==> src/shared/mios_pkg.sv <==
`default_nettype none
package mios_pkg;
   // ========================================
   // status word layout
   localparam int          STATUS_W     = 16;
   localparam int          BIT_AXIS_A   = 2;
   localparam int          BIT_AXIS_B   = 3;
   localparam int          BIT_AUX_A    = 4;
   localparam int          BIT_AUX_B    = 5;
   localparam int          BIT_AUX_IDX  = 6;
   localparam int          BIT_MARKER   = 7;
   localparam int          BIT_HOME     = 8;
   localparam int          BIT_FWD_OT   = 9;
   localparam int          BIT_REV_OT   = 10;
   localparam int          BIT_ENABLE   = 11;
   localparam int          BIT_CAP_LVL  = 12;
   localparam int          BIT_CAP_EDGE = 13;
   localparam int          BIT_READY    = 15;
   localparam int          NUM_PINS     = 11;
   localparam logic [15:0] STATUS_RESET = 16'h0000;
   localparam logic [15:0] RSVD_MASK    = 16'h4003;
   localparam logic [3:0]  BIT_SEL_MAX  = 4'hF;
   // ========================================
   // query kinds
   typedef enum logic [1:0] {
      MIOS_Q_WORD,
      MIOS_Q_BIT,
      MIOS_Q_TEXT
   } mios_query_t;
endpackage
`default_nettype wire

==> src/core/mios_status.sv <==
// Summary of operation
// - a read-only 16-bit word shows which inputs and the ready output (bit 15) are active.
// - bits 2..6 show axis A/B, auxiliary A/B and the auxiliary index inputs.
// - bits 7..11 show marker, home, forward and reverse overtravel, and enable.
// - bit 12 follows the present capture input level.
// - bit 13 sets on a capture rising edge and holds until a position-capture reset.
// - with computer format enabled a word query returns the value, zero when nothing is active.
// - a query naming bit 0..15 returns only that bit's state.
`timescale 1ns/1ns
`default_nettype none
module mios_status (
   input  wire logic                          clk,
   input  wire logic                          rst_b,
   input  wire logic                          clk_en,
   input  wire logic                          axis_a,
   input  wire logic                          axis_b,
   input  wire logic                          aux_a,
   input  wire logic                          aux_b,
   input  wire logic                          aux_index,
   input  wire logic                          marker,
   input  wire logic                          home,
   input  wire logic                          fwd_overtravel,
   input  wire logic                          rev_overtravel,
   input  wire logic                          enable_in,
   input  wire logic                          capture_in,
   input  wire logic                          ready_out,
   input  wire logic                          position_capture,
   input  wire logic                          computer_format_enable,
   input  wire logic                          query_req,
   input  wire logic                          query_bit,
   input  wire logic [3:0]                    query_index,
   output logic      [mios_pkg::STATUS_W-1:0] input_output_status,
   output logic                               query_valid,
   output var mios_pkg::mios_query_t          query_kind,
   output logic      [mios_pkg::STATUS_W-1:0] query_data
);
   import mios_pkg::*;

   logic [NUM_PINS-1:0] pins_raw;
   logic [NUM_PINS-1:0] pins_sync;
   logic                cap_prev;
   logic                cap_edge;
   logic [STATUS_W-1:0] next_status;

   assign pins_raw = {capture_in, enable_in, rev_overtravel, fwd_overtravel, home,
                      marker, aux_index, aux_b, aux_a, axis_b, axis_a};

   mios_sync u_sync (
      .clk      (clk),
      .rst_b    (rst_b),
      .clk_en   (clk_en),
      .async_in (pins_raw),
      .sync_out (pins_sync)
   );

   // ========================================
   // capture edge latch
   // edge taken after the synchroniser so a metastable pin cannot fake one
   always_ff @(posedge clk or negedge rst_b) begin
      if (!rst_b) begin
         cap_prev <= 1'b0;
      end else if (clk_en) begin
         cap_prev <= pins_sync[NUM_PINS-1];
      end
   end

   // edge wins over a coincident reset so no capture is lost
   always_ff @(posedge clk or negedge rst_b) begin
      if (!rst_b) begin
         cap_edge <= 1'b0;
      end else if (clk_en) begin
         if (pins_sync[NUM_PINS-1] && !cap_prev) begin
            cap_edge <= 1'b1;
         end else if (position_capture) begin
            cap_edge <= 1'b0;
         end
      end
   end

   // ========================================
   // status word
   always_comb begin
      next_status               = STATUS_RESET;
      next_status[BIT_AXIS_A]   = pins_sync[0];
      next_status[BIT_AXIS_B]   = pins_sync[1];
      next_status[BIT_AUX_A]    = pins_sync[2];
      next_status[BIT_AUX_B]    = pins_sync[3];
      next_status[BIT_AUX_IDX]  = pins_sync[4];
      next_status[BIT_MARKER]   = pins_sync[5];
      next_status[BIT_HOME]     = pins_sync[6];
      next_status[BIT_FWD_OT]   = pins_sync[7];
      next_status[BIT_REV_OT]   = pins_sync[8];
      next_status[BIT_ENABLE]   = pins_sync[9];
      next_status[BIT_CAP_LVL]  = pins_sync[10];
      next_status[BIT_CAP_EDGE] = cap_edge;
      // ready is same-domain logic, no synchroniser
      next_status[BIT_READY]    = ready_out;
   end

   always_ff @(posedge clk or negedge rst_b) begin
      if (!rst_b) begin
         input_output_status <= STATUS_RESET;
      end else if (clk_en) begin
         input_output_status <= next_status & ~RSVD_MASK;
      end
   end

   // ========================================
   // query answers, one cycle after request
   // bit query reads the word as registered, not the raw pins
   always_ff @(posedge clk or negedge rst_b) begin
      if (!rst_b) begin
         query_valid <= 1'b0;
         query_kind  <= MIOS_Q_WORD;
         query_data  <= STATUS_RESET;
      end else if (clk_en) begin
         query_valid <= query_req;
         if (query_req) begin
            if (query_bit) begin
               query_kind <= MIOS_Q_BIT;
               query_data <= {15'h0000, input_output_status[query_index]};
            end else if (computer_format_enable) begin
               query_kind <= MIOS_Q_WORD;
               query_data <= input_output_status;
            end else begin
               // text rendering is left to firmware; word still given
               query_kind <= MIOS_Q_TEXT;
               query_data <= input_output_status;
            end
         end
      end
   end

   // ========================================
   // checks: word layout
   a_rsvd_zero: assert property (@(posedge clk) disable iff (!rst_b)
      (input_output_status & RSVD_MASK) == 16'h0000)
      else $error("reserved status bit set");
   a_idle_zero: assert property (@(posedge clk) disable iff (!rst_b)
      (clk_en && pins_sync == '0 && !cap_edge && !ready_out) |=> input_output_status == 16'h0000)
      else $error("idle word not zero");
   a_ready_bit: assert property (@(posedge clk) disable iff (!rst_b)
      clk_en |=> input_output_status[BIT_READY] == $past(ready_out))
      else $error("ready bit wrong");
   a_status_frozen: assert property (@(posedge clk) disable iff (!rst_b)
      !clk_en |=> $stable(input_output_status))
      else $error("status moved while disabled");
   a_axis_bit: assert property (@(posedge clk) disable iff (!rst_b)
      clk_en |=> input_output_status[BIT_AXIS_A] == $past(pins_sync[0]))
      else $error("axis A bit wrong");
   a_axis_b_bit: assert property (@(posedge clk) disable iff (!rst_b)
      clk_en |=> input_output_status[BIT_AXIS_B] == $past(pins_sync[1]))
      else $error("axis B bit wrong");
   a_aux_a_bit: assert property (@(posedge clk) disable iff (!rst_b)
      clk_en |=> input_output_status[BIT_AUX_A] == $past(pins_sync[2]))
      else $error("aux A bit wrong");
   a_aux_b_bit: assert property (@(posedge clk) disable iff (!rst_b)
      clk_en |=> input_output_status[BIT_AUX_B] == $past(pins_sync[3]))
      else $error("aux B bit wrong");
   a_index_bit: assert property (@(posedge clk) disable iff (!rst_b)
      clk_en |=> input_output_status[BIT_AUX_IDX] == $past(pins_sync[4]))
      else $error("aux index bit wrong");
   a_marker_bit: assert property (@(posedge clk) disable iff (!rst_b)
      clk_en |=> input_output_status[BIT_MARKER] == $past(pins_sync[5]))
      else $error("marker bit wrong");
   a_home_bit: assert property (@(posedge clk) disable iff (!rst_b)
      clk_en |=> input_output_status[BIT_HOME] == $past(pins_sync[6]))
      else $error("home bit wrong");
   a_fwd_ot_bit: assert property (@(posedge clk) disable iff (!rst_b)
      clk_en |=> input_output_status[BIT_FWD_OT] == $past(pins_sync[7]))
      else $error("forward overtravel bit wrong");
   a_rev_ot_bit: assert property (@(posedge clk) disable iff (!rst_b)
      clk_en |=> input_output_status[BIT_REV_OT] == $past(pins_sync[8]))
      else $error("reverse overtravel bit wrong");
   a_enable_bit: assert property (@(posedge clk) disable iff (!rst_b)
      clk_en |=> input_output_status[BIT_ENABLE] == $past(pins_sync[9]))
      else $error("enable bit wrong");

   // ========================================
   // checks: capture
   a_cap_level: assert property (@(posedge clk) disable iff (!rst_b)
      clk_en |=> input_output_status[BIT_CAP_LVL] == $past(pins_sync[NUM_PINS-1]))
      else $error("capture level bit wrong");
   a_edge_sets: assert property (@(posedge clk) disable iff (!rst_b)
      (clk_en && pins_sync[NUM_PINS-1] && !cap_prev) |=> cap_edge)
      else $error("capture edge not latched");
   a_edge_holds: assert property (@(posedge clk) disable iff (!rst_b)
      (clk_en && cap_edge && !position_capture) |=> cap_edge)
      else $error("capture edge flag dropped without reset");
   a_edge_clears: assert property (@(posedge clk) disable iff (!rst_b)
      (clk_en && position_capture && !(pins_sync[NUM_PINS-1] && !cap_prev)) |=> !cap_edge)
      else $error("capture edge flag not cleared");
   a_edge_bit: assert property (@(posedge clk) disable iff (!rst_b)
      clk_en |=> input_output_status[BIT_CAP_EDGE] == $past(cap_edge))
      else $error("capture edge bit wrong");

   // ========================================
   // checks: queries
   a_word_query: assert property (@(posedge clk) disable iff (!rst_b)
      (clk_en && query_req && !query_bit && computer_format_enable)
      |=> query_valid && query_kind == MIOS_Q_WORD
          && query_data == $past(input_output_status))
      else $error("word query answer wrong");
   a_text_kind: assert property (@(posedge clk) disable iff (!rst_b)
      (clk_en && query_req && !query_bit && !computer_format_enable)
      |=> query_kind == MIOS_Q_TEXT && query_data == $past(input_output_status))
      else $error("text query answer wrong");
   a_bit_query: assert property (@(posedge clk) disable iff (!rst_b)
      (clk_en && query_req && query_bit)
      |=> query_data[15:1] == 15'h0000 && query_kind == MIOS_Q_BIT)
      else $error("bit query answer wrong");
   a_bit_value: assert property (@(posedge clk) disable iff (!rst_b)
      (clk_en && query_req && query_bit)
      |=> query_data[0] == $past(input_output_status[query_index]))
      else $error("bit query value wrong");
   a_query_answer: assert property (@(posedge clk) disable iff (!rst_b)
      (clk_en && query_req) |=> query_valid)
      else $error("query not answered");
   a_valid_pulse: assert property (@(posedge clk) disable iff (!rst_b)
      (clk_en && !query_req) |=> !query_valid)
      else $error("answer strobe without request");
   a_query_frozen: assert property (@(posedge clk) disable iff (!rst_b)
      !clk_en |=> $stable(query_valid) && $stable(query_data))
      else $error("answer moved while disabled");
endmodule
`default_nettype wire

==> src/core/mios_sync.sv <==
`timescale 1ns/1ns
`default_nettype none
module mios_sync (
   input  wire logic                          clk,
   input  wire logic                          rst_b,
   input  wire logic                          clk_en,
   input  wire logic [mios_pkg::NUM_PINS-1:0] async_in,
   output logic      [mios_pkg::NUM_PINS-1:0] sync_out
);
   import mios_pkg::*;

   logic [NUM_PINS-1:0] stage1;

   // ========================================
   // two-flop synchroniser per pin
   genvar i;
   generate
      for (i = 0; i < NUM_PINS; i++) begin : g_sync
         always_ff @(posedge clk or negedge rst_b) begin
            if (!rst_b) begin
               stage1[i]   <= 1'b0;
               sync_out[i] <= 1'b0;
            end else if (clk_en) begin
               stage1[i]   <= async_in[i];
               sync_out[i] <= stage1[i];
            end
         end
      end
   endgenerate
endmodule
`default_nettype wire

==> config.mk <==
export PLATFORM = sky130hd
export DESIGN_NAME = mios_status
export DESIGN_NICKNAME = d
export VERILOG_FILES = /design/src/shared/mios_pkg.sv /design/src/core/mios_status.sv /design/src/core/mios_sync.sv
export SDC_FILE = /design/constraint.sdc
export NUM_CORES = 1
export LEC_CHECK = 0
export BUFFER_PORTS_ARGS = -buffer_cell sky130_fd_sc_hd__buf_2
export CORE_MARGIN = 2
export CORE_UTILIZATION = 45
export CTS_CLUSTER_DIAMETER = 150
export DETAILED_ROUTE_END_ITERATION = 6
export GPL_TIMING_DRIVEN = 0
export PLACE_DENSITY = 0.7
export REMOVE_ABC_BUFFERS = 1
export SETUP_SLACK_MARGIN = 0.15
export SYNTH_ARGS = -nofsm -noshare
export SYNTH_HDL_FRONTEND = slang
export SYNTH_SLANG_ARGS = --single-unit
==> constraint.sdc <==
create_clock -name clk -period 1.6 [get_ports clk]
set_input_delay 0.16 -clock clk [delete_from_list [all_inputs] [get_ports clk]]
set_output_delay 0.16 -clock clk [all_outputs]
set_load 0.01 [all_outputs]
==> results of run 1 <==
per-stage QoR:
stage	std cells	TNS, ns	hold slack, ns	instance area (sq um)
final	293	0	0.02229	2641
after global placement	279	-8.768	0.3508	2461
after detailed placement	279	-8.834	0.3531	2461
after floorplan	160	0	-0.1356	2117
after global routing	293	0	0.02058	2641
after CTS	287	0	0.01683	2591
state kept, by name (all words and copies together) (netlist names):
signal               cells
query_data              14
query_kind               2
cap_edge                 1
u_sync.sync_out         11
u_sync.stage1           11
input_output_status     13
query_valid              1
placed cells by master (no fill, tap or decap), types with 2 or more instances in the layout:
master,Yosys,layout
conb_1,1,5
buf_4,7,6
mux2i_1,6,6
dfrtp_1,53,53
mux2_2,34,34
o31ai_1,2,2
clkbuf_8,0,6
inv_1,2,2
nand2b_1,13,13
o21ai_0,15,15
nand2_1,23,22
buf_2,2,51
area by class of cell:
type / instances / area (sq um)
clock buffers: 6 / 82.58
clock inverters: 2 / 37.54
fillers: 418 / 2082
inverters: 2 / 7.507
multi-input cells: 105 / 792.0
flip-flops and latches: 53 / 1326
well taps: 67 / 83.83
repair buffers: 58 / 311.5
logic make-up after synthesis:
kind of cell	count (synthesis)	synth area share
AOI/OAI and AO/OA	20	0.05131
DFF	53	0.6043
muxes	41	0.2121
buffers and inverters	17	0.04561
and+or+nand+nor	39	0.08495
other	1	0.001709
power by group through the flow:
stage                     Combinational, uW  Clock [uW]  Sequential, uW
final                                   592         943            1660
after global routing                    663        1010            1690
after CTS                               546         969            1670
after detailed placement                543           0            1700
after global placement                  530           0            1690
after floorplan                         244           0            1730
worst paths after layout:
| path | end | slack (ns) | from |
|---|---|---|---|
| worst max-delay path | query_data[0] | 0.22 | input_output_status[13] |
| worst min-delay path | query_kind[1] | 0.02 | computer_format_enable |
| worst max register to register | query_data[0] | 0.22 | input_output_status[13] |
| worst min register to register | query_kind[1] | 0.48 | query_kind[1] |
| max in group asynchronous | u_sync.sync_out[5] | 0.83 | rst_b |
| min in group asynchronous | u_sync.stage1[7] | 0.06 | rst_b |
routing by layer:
metal | part of all wire | track usage
met1 | 0.46 | 0.2081
met3 | 0.047 | 0.03841
met5 | 0 | 0
met4 | 0.018 | 0.06667
met2 | 0.47 | 0.2173
worst max-delay path, cell delays in order (launching register included):
cell and delay [ns]:
dfrtp_1 0.40, mux2i_1 0.09, mux4_2 0.45, and3_1 0.19, a211oi_1 0.16
what timing repair did:
action / in CTS / in global routing
endpoints found under the setup margin: 17 / 1
setup buffers: 0 / 6
gates resized for setup: 3 / 2
==> run_results.csv, run 1 <==
group,metric,value,unit
run_status,run_status,"finished clean",
place,post-dp-hpwl,2510,microns
synthesis,async_reset_ff_frac,1.000,
place,post-place-ws,-0.8861,ns
layout,layout.nets,248,
route,drt_iter0_drc,72,
floorplan,initial_utilization,0.4646,
layout,drive_above_1_share,0.4513,
clock_tree,h-tree-depth,2,
route,drcViolationCount,0,
power,pwr-share-clk,0.295,
worst_setup_path,arrival,1.60,ns
worst_setup_path,critical_path.max_fanout,4,
floorplan,die_y,73.84,microns
global_route,overflow,0,
sta,setup_slack,0.2227,ns
min_path,min_path_type,"input port to flop",
sta,hold_violations,0,
synthesis,syn_area,2195,sq um
synthesis,syn_inst,171,
synthesis,ys_types,21,
route,wirelength,3849,microns
synthesis,syn_avg_cell_area,12.83,sq um
worst_setup_path,crit_required,1.82,ns
synthesis,yosysMostFrequentCell,"dfrtp_1",
floorplan,die_area,5452,sq um
route,first_pass_iters,4,
synthesis,synth_top_area_share,0.6043,
sta,period_share,0.8608,
global_route,grt_pass1_wl,6085,microns
clock_tree,clock_latency,0.31,ns
power,switching_power,840.8,uW
power,comb_power_share,0.185,
route,wl_per_cell,13.14,microns
clock_tree,cts_tree,"done",
synthesis,synth_commonest_cells,"dfrtp_1 (53), mux2_2 (34), nand2_1 (23)",
global_route,grt_pass1_vias,1233,
global_route,grt_max_degree,54,
floorplan,die_width,73.84,microns
clock_tree,clockRootBuffer,"clkbuf_8",
power,peakVddDrop,0.8017,mV
synthesis,ys_seq_area_frac,0.6043,
synthesis,ys.flop_type,"dfrtp_1",
synthesis,ys.warnings.count,0,
power,power,3197,uW
global_route,antenna_found_initial,0,
route,vias,1384,
route,viasPerCell,4.724,
clock_tree,cts-hold-fix-buffers,0,
place,gp_congestion,0.6874,
layout,utilization,0.5592,
route,ant_nets,0,
layout,num_antenna_cells,0,
sta,max_freq,0.7260,GHz
sta,slew_headroom,0.2393,
job,drv_cap,0,
synthesis,synth_top_cell_by_area,"dfrtp_1",
synthesis,ys_ff_latch,53,
power,powerDensity,1210,nW/um^2
floorplan,ios,58,
place,port_buffers,52,
power,swShare,0.2630,
sta,drv_slew,0,
floorplan,core-area,4723,sq um
sta,worstMarginPinSlew,1.141,ns
worst_setup_path,reg2reg_depth,4,
worst_setup_path,critPathKind,"flop to flop",
power,power.leakage,0.001270,uW
worst_setup_path,cp-end-kind,"flop",
synthesis,synth_edf_count,0,
layout,areaGrowthSynthToFinish,20.35,%
sta,clock_skew,0.008185,ns
synthesis,netlist_top_cells_area,"dfrtp_1 (60%), mux2_2 (17%), nand2_1 (3.9%)",
power,intPower,2356,uW
worst_setup_path,setup.worst_path.start_class,"flop",
min_path,min_path_cells,2,
floorplan,std_cell_rows,25,
sta,fin_crit,1.377,ns
clock_tree,cts_inserted_buffers,5,
sta,rsz0062_at_grt,"no",
global_route,grtUsageTotal,0.1486,
clock_tree,path_clk_slew,0.10,ns
clock_tree,clockBufferDepth,2,
sta,setup_viol,0,
clock_tree,cts.sink_count,53,
power,seq_power_share,0.520,
Power figures use the tool's default switching activity.
==> run 2: changes to the inputs <==
CORE_UTILIZATION = 28   (was 45)
PLACE_DENSITY = unset   (was 0.7)
==> run_results.csv, run 2 (synthesis gave the netlist of run 1 again) <==
group,metric,value,unit
run_status,run_status,"finished clean",
layout,final_cell_mix,"dfrtp_1 (53), buf_2 (51), mux2_2 (34), nand2_1 (22), o21ai_0 (15)",
sta,period_share,0.8551,
place,post-dp-hpwl,2904,microns
layout,fin_cells,330,
clock_tree,path_clk_slew,0.10,ns
worst_setup_path,cp-end-kind,"flop",
sta,rsz0062_at_grt,"no",
floorplan,ios,58,
floorplan,initial_utilization,0.2870,
global_route,grt_max_degree,54,
worst_setup_path,setup.worst_path.start_class,"flop",
min_path,min_path_type,"input port to flop",
worst_setup_path,arrival,1.58,ns
min_path,holdPathEnd,"query_kind[1]",
global_route,grt-busiest-layer,"met2",
worst_setup_path,crit_start,"input_output_status[7]",
clock_tree,clockRootBuffer,"clkbuf_8",
worst_setup_path,critPathKind,"flop to flop",
global_route,met1_usage,0.1535,
global_route,grtUsageMet3,0.02848,
sta,max_freq,0.7309,GHz
floorplan,std_cell_rows,32,
sta,slew_headroom,0.2157,
place,dpl.cell_count,314,
min_path,min_path_cells,2,
sta,drv_slew,0,
route,vias,1403,
place,port_buffers,52,
clock_tree,cts_inserted_buffers,5,
worst_setup_path,crit_slowest_cell,"mux4_2",
floorplan,die_y,92.53,microns
layout,reg.largest.list,"query_data x14, input_output_status x13",
job,drv_cap,0,
worst_setup_path,rrSetupSlack,0.23,ns
layout,drive_above_1_share,0.4649,
layout,regMostFlops,"query_data",
global_route,met2_usage,0.1563,
route,ant_nets,0,
route,wirelength,4338,microns
clock_tree,clock_latency,0.30,ns
route,drcViolationCount,0,
layout,largest_register_ff_count,14,
layout,final_common_cell,"dfrtp_1",
global_route,grtUsageTotal,0.1056,
route,drt_iter0_drc,23,
route,wl_per_cell,13.15,microns
layout,num_antenna_cells,0,
clock_tree,cts.sink_count,53,
clock_tree,cts_tree,"done",
sta,fin_crit,1.368,ns
worst_setup_path,r2r-start,"input_output_status[7]",
layout,layout.nets,250,
sta,hold_violations,0,
global_route,overflow,0,
sta,setup_viol,0,
place,post-place-ws,-0.9853,ns
global_route,grt_pass1_wl,7051,microns
place,gp_congestion,0.6520,
min_path,hold_start,"computer_format_enable",
worst_setup_path,worstPathCellList,"mux2i_1, mux4_2, and3_1, a211oi_2",
sta,worstMarginPinSlew,1.176,ns
sta,setup_slack,0.2319,ns
floorplan,core-area,7647,sq um
power,power.leakage,0.001293,uW
clock_tree,h-tree-depth,2,
floorplan,die_width,92.53,microns
global_route,grt_pass1_vias,1352,
worst_setup_path,critical_path.max_fanout,2,
power,peakVddDrop,0.3533,mV
worst_setup_path,reg2reg_depth,4,
floorplan,die_area,8562,sq um
clock_tree,clockBufferDepth,2,
worst_setup_path,cpPeakStageDelay,0.47,ns
layout,areaGrowthSynthToFinish,24.12,%
sta,clock_skew,0.009066,ns
clock_tree,cts-hold-fix-buffers,0,
route,viasPerCell,4.252,
global_route,antenna_found_initial,0,
power,powerDensity,1228,nW/um^2
worst_setup_path,crit_required,1.82,ns
route,first_pass_iters,4,
worst_setup_path,timing.rr.end,"query_data[0]",
-- run 2: area by class of cell --
| cell class | count | area, sq um |
|---|---|---|
| clock buffers | 5 | 68.82 |
| clock inverters | 3 | 65.06 |
| fillers | 765 | 4923 |
| inverters | 2 | 7.507 |
| multi-input cells | 105 | 802.0 |
| flip-flops and latches | 53 | 1326 |
| well taps | 102 | 127.6 |
| repair buffers | 60 | 326.6 |
-- run 2: worst max-delay path by stage --
| stage | end | slack, ns | depth (start not counted) |
|---|---|---|---|
| 2_1_floorplan | query_data[0] | 0.27 | 4 |
| 3_3_place_gp | query_data[0] | -0.97 | 4 |
| 3_5_place_dp | query_data[0] | -0.99 | 4 |
| 4_1_cts | query_data[0] | 0.16 | 4 |
| 5_1_grt | query_data[0] | 0.17 | 4 |
| 6_report | query_data[0] | 0.23 | 4 |
-- run 2: critical path, delay by kind of cell (launching register included) --
| kind | cells | cell delay, ns |
|---|---|---|
| AOI/OAI and AO/OA | 1 | 0.14 |
| muxes | 2 | 0.57 |
| DFF | 1 | 0.36 |
| and+or+nand+nor | 1 | 0.21 |
-- run 2: through the flow --
| step | instance area (sq um) | TNS (ns) | power [uW] | hold WS, ns | utilization |
|---|---|---|---|---|---|
| 3_5_place_dp | 2505 | -10.79 | 2263 | 0.3568 | 0.3276 |
| 5_1_grt | 2724 | 0 | 3560 | 0.03675 | 0.3562 |
| 4_1_cts | 2679 | 0 | 3373 | 0.03140 | 0.3503 |
| 6_report | 2724 | 0 | 3344 | 0.04395 | 0.3562 |
| 3_3_place_gp | 2505 | -10.95 | 2241 | 0.3522 | 0.3276 |
| 2_1_floorplan | 2117 | 0 | 1973 | -0.1356 | - |
-- run 2: per-layer routing --
layer  wire length (microns)  vias to the layer above
met5                       0                        -
met4                       0                        0
met3                     201                        0
met2                    2028                       40
met1                    2108                      682
li1                        -                      681
-- run 2: what timing repair did --
action                     in CTS  in global routing
setup buffers                   4                  4
setup endpoints to repair      17                  1
pin swaps                       0                  0
resized for setup               3                  4
-- run 2: power breakdown --
part,leakage (uW),internal (uW),switching (uW)
Clock,0.0000681,622,434
Sequential,0.000646,1540,118
Combinational,0.000579,330,305
Total,0.00129,2490,857
==> run 3: changes to the inputs <==
ABC_CLOCK_PERIOD_IN_PS = 1600   (was unset)
PLACE_DENSITY = 0.51   (was unset)
==> run_results.csv, run 3 (synthesis gave the netlist of run 1 again) <==
group,metric,value,unit
sta,worstMarginPinSlew,1.172,ns
sta,drv_slew,0,
sta,setup_tns,0,ns
route,first_pass_iters,5,
worst_setup_path,crit_required,1.81,ns
global_route,grt_max_degree,54,
global_route,met2_usage,0.1557,
floorplan,die_y,92.53,microns
clock_tree,clockRootBuffer,"clkbuf_8",
route,viasPerCell,4.209,
layout,drive_above_1_share,0.4420,
floorplan,core-area,7647,sq um
power,power.leakage,0.001243,uW
global_route,grtUsageTotal,0.1043,
worst_setup_path,critical_path.max_fanout,4,
floorplan,ios,58,
layout,layout.nets,246,
sta,hold_slack,0.04608,ns
global_route,grt_pass1_wl,6989,microns
power,peakVddDrop,0.4191,mV
global_route,met1_usage,0.1470,
sta,fin_crit,1.364,ns
floorplan,std_cell_rows,32,
floorplan,initial_utilization,0.2870,
route,drcViolationCount,0,
global_route,grt_pass1_vias,1371,
sta,max_freq,0.7330,GHz
place,place_area,2505,sq um
layout,num_antenna_cells,0,
place,post-place-ws,-0.9466,ns
sta,period_share,0.8527,
power,seq_power_share,0.560,
sta,hold_violations,0,
power,comb_power_share,0.198,
min_path,min_path_type,"input port to flop",
worst_setup_path,worstPathCellList,"mux2i_1, mux4_2, and3_4, a211oi_2",
worst_setup_path,cp.buffers_inverters,0,
layout,final_common_cell,"dfrtp_1",
floorplan,die_width,92.53,microns
worst_setup_path,cp-end-kind,"flop",
layout,fin_area,2640,sq um
clock_tree,cts_inserted_buffers,5,
clock_tree,clockBufferDepth,2,
layout,final_cell_mix,"dfrtp_1 (53), buf_2 (51), mux2_2 (34), nand2_1 (22), o21ai_0 (15)",
route,wirelength,4224,microns
sta,setup_slack,0.2357,ns
global_route,overflow,0,
route,ant_nets,0,
worst_setup_path,critPathKind,"flop to flop",
worst_setup_path,cpPeakStageDelay,0.45,ns
layout,areaGrowthSynthToFinish,20.30,%
power,power,2967,uW
worst_setup_path,setup.worst_path.start_class,"flop",
sta,slew_headroom,0.2189,
sta,clock_skew,0.004397,ns
global_route,grt-busiest-layer,"met2",
job,drv_cap,0,
worst_setup_path,crit_slowest_cell,"mux4_2",
clock_tree,clock_latency,0.29,ns
worst_setup_path,arrival,1.57,ns
clock_tree,path_clk_slew,0.09,ns
power,powerDensity,1124,nW/um^2
worst_setup_path,crit_family,"multiplexers",
sta,rsz0062_at_grt,"no",
power,pwr-share-clk,0.242,
global_route,antenna_found_initial,0,
global_route,grtUsageMet3,0.03092,
route,wl_per_cell,12.96,microns
place,port_buffers,52,
power,swShare,0.2754,
floorplan,die_area,8562,sq um
clock_tree,cts.sink_count,53,
clock_tree,cts_tree,"done",
clock_tree,h-tree-depth,2,
place,gp_congestion,0.6615,
worst_setup_path,rrSetupSlack,0.24,ns
power,switching_power,816.9,uW
place,post-dp-hpwl,2818,microns
layout,regMostFlops,"query_data",
sta,setup_viol,0,
layout,largest_register_ff_count,14,
route,drt_iter0_drc,18,
run_status,run_status,"finished clean",
power,intPower,2150,uW
layout,reg.largest.list,"query_data x14, input_output_status x13",
route,vias,1372,
## run 3: worst paths after layout
path | startpoint | end | depth (start not counted)
setup / recovery | input_output_status[13] | query_data[0] | 4
hold / removal | computer_format_enable | query_kind[1] | 2
setup reg to reg | input_output_status[13] | query_data[0] | 4
hold reg to reg | query_kind[1] | query_kind[1] | 2
max in group asynchronous | rst_b | query_data[3] | 1
min in group asynchronous | rst_b | query_data[5] | 1
## run 3: power groups by stage
stage	clock network [uW]	logic (uW)	registers [uW]
4_1_cts	766	581	1670
2_1_floorplan	0	244	1730
6_report	718	588	1660
5_1_grt	809	658	1690
3_5_place_dp	0	557	1700
3_3_place_gp	0	546	1700
## run 3: per-stage QoR
| stage | std cells | utilization |
|---|---|---|
| 6_report | 326 | 0.3452 |
| 5_1_grt | 326 | 0.3452 |
| 4_1_cts | 324 | 0.3413 |
| 3_5_place_dp | 314 | 0.3276 |
| 3_3_place_gp | 314 | 0.3276 |
| 2_1_floorplan | 160 | - |
## run 3: cell type report
cell class	instances	area, sq um
well taps	102	127.6
flip-flops and latches	53	1326
inverters	2	7.507
repair buffers	56	296.5
clock buffers	8	80.08
multi-input cells	105	802.0
fillers	808	5007
## run 3: timing repair
item / 4_1_cts / 5_1_grt
pin swaps: 0 / 0
hold buffers: 0 / 0
resized for setup: 3 / 4
setup buffers: 2 / 2
setup endpoints to repair: 17 / 1
gates cloned: 0 / 0
## run 3: routing by layer
layer	up-vias	routed length [microns]
met4	0	29
met5	-	0
met2	42	1815
met3	2	241
met1	657	2138
li1	671	-
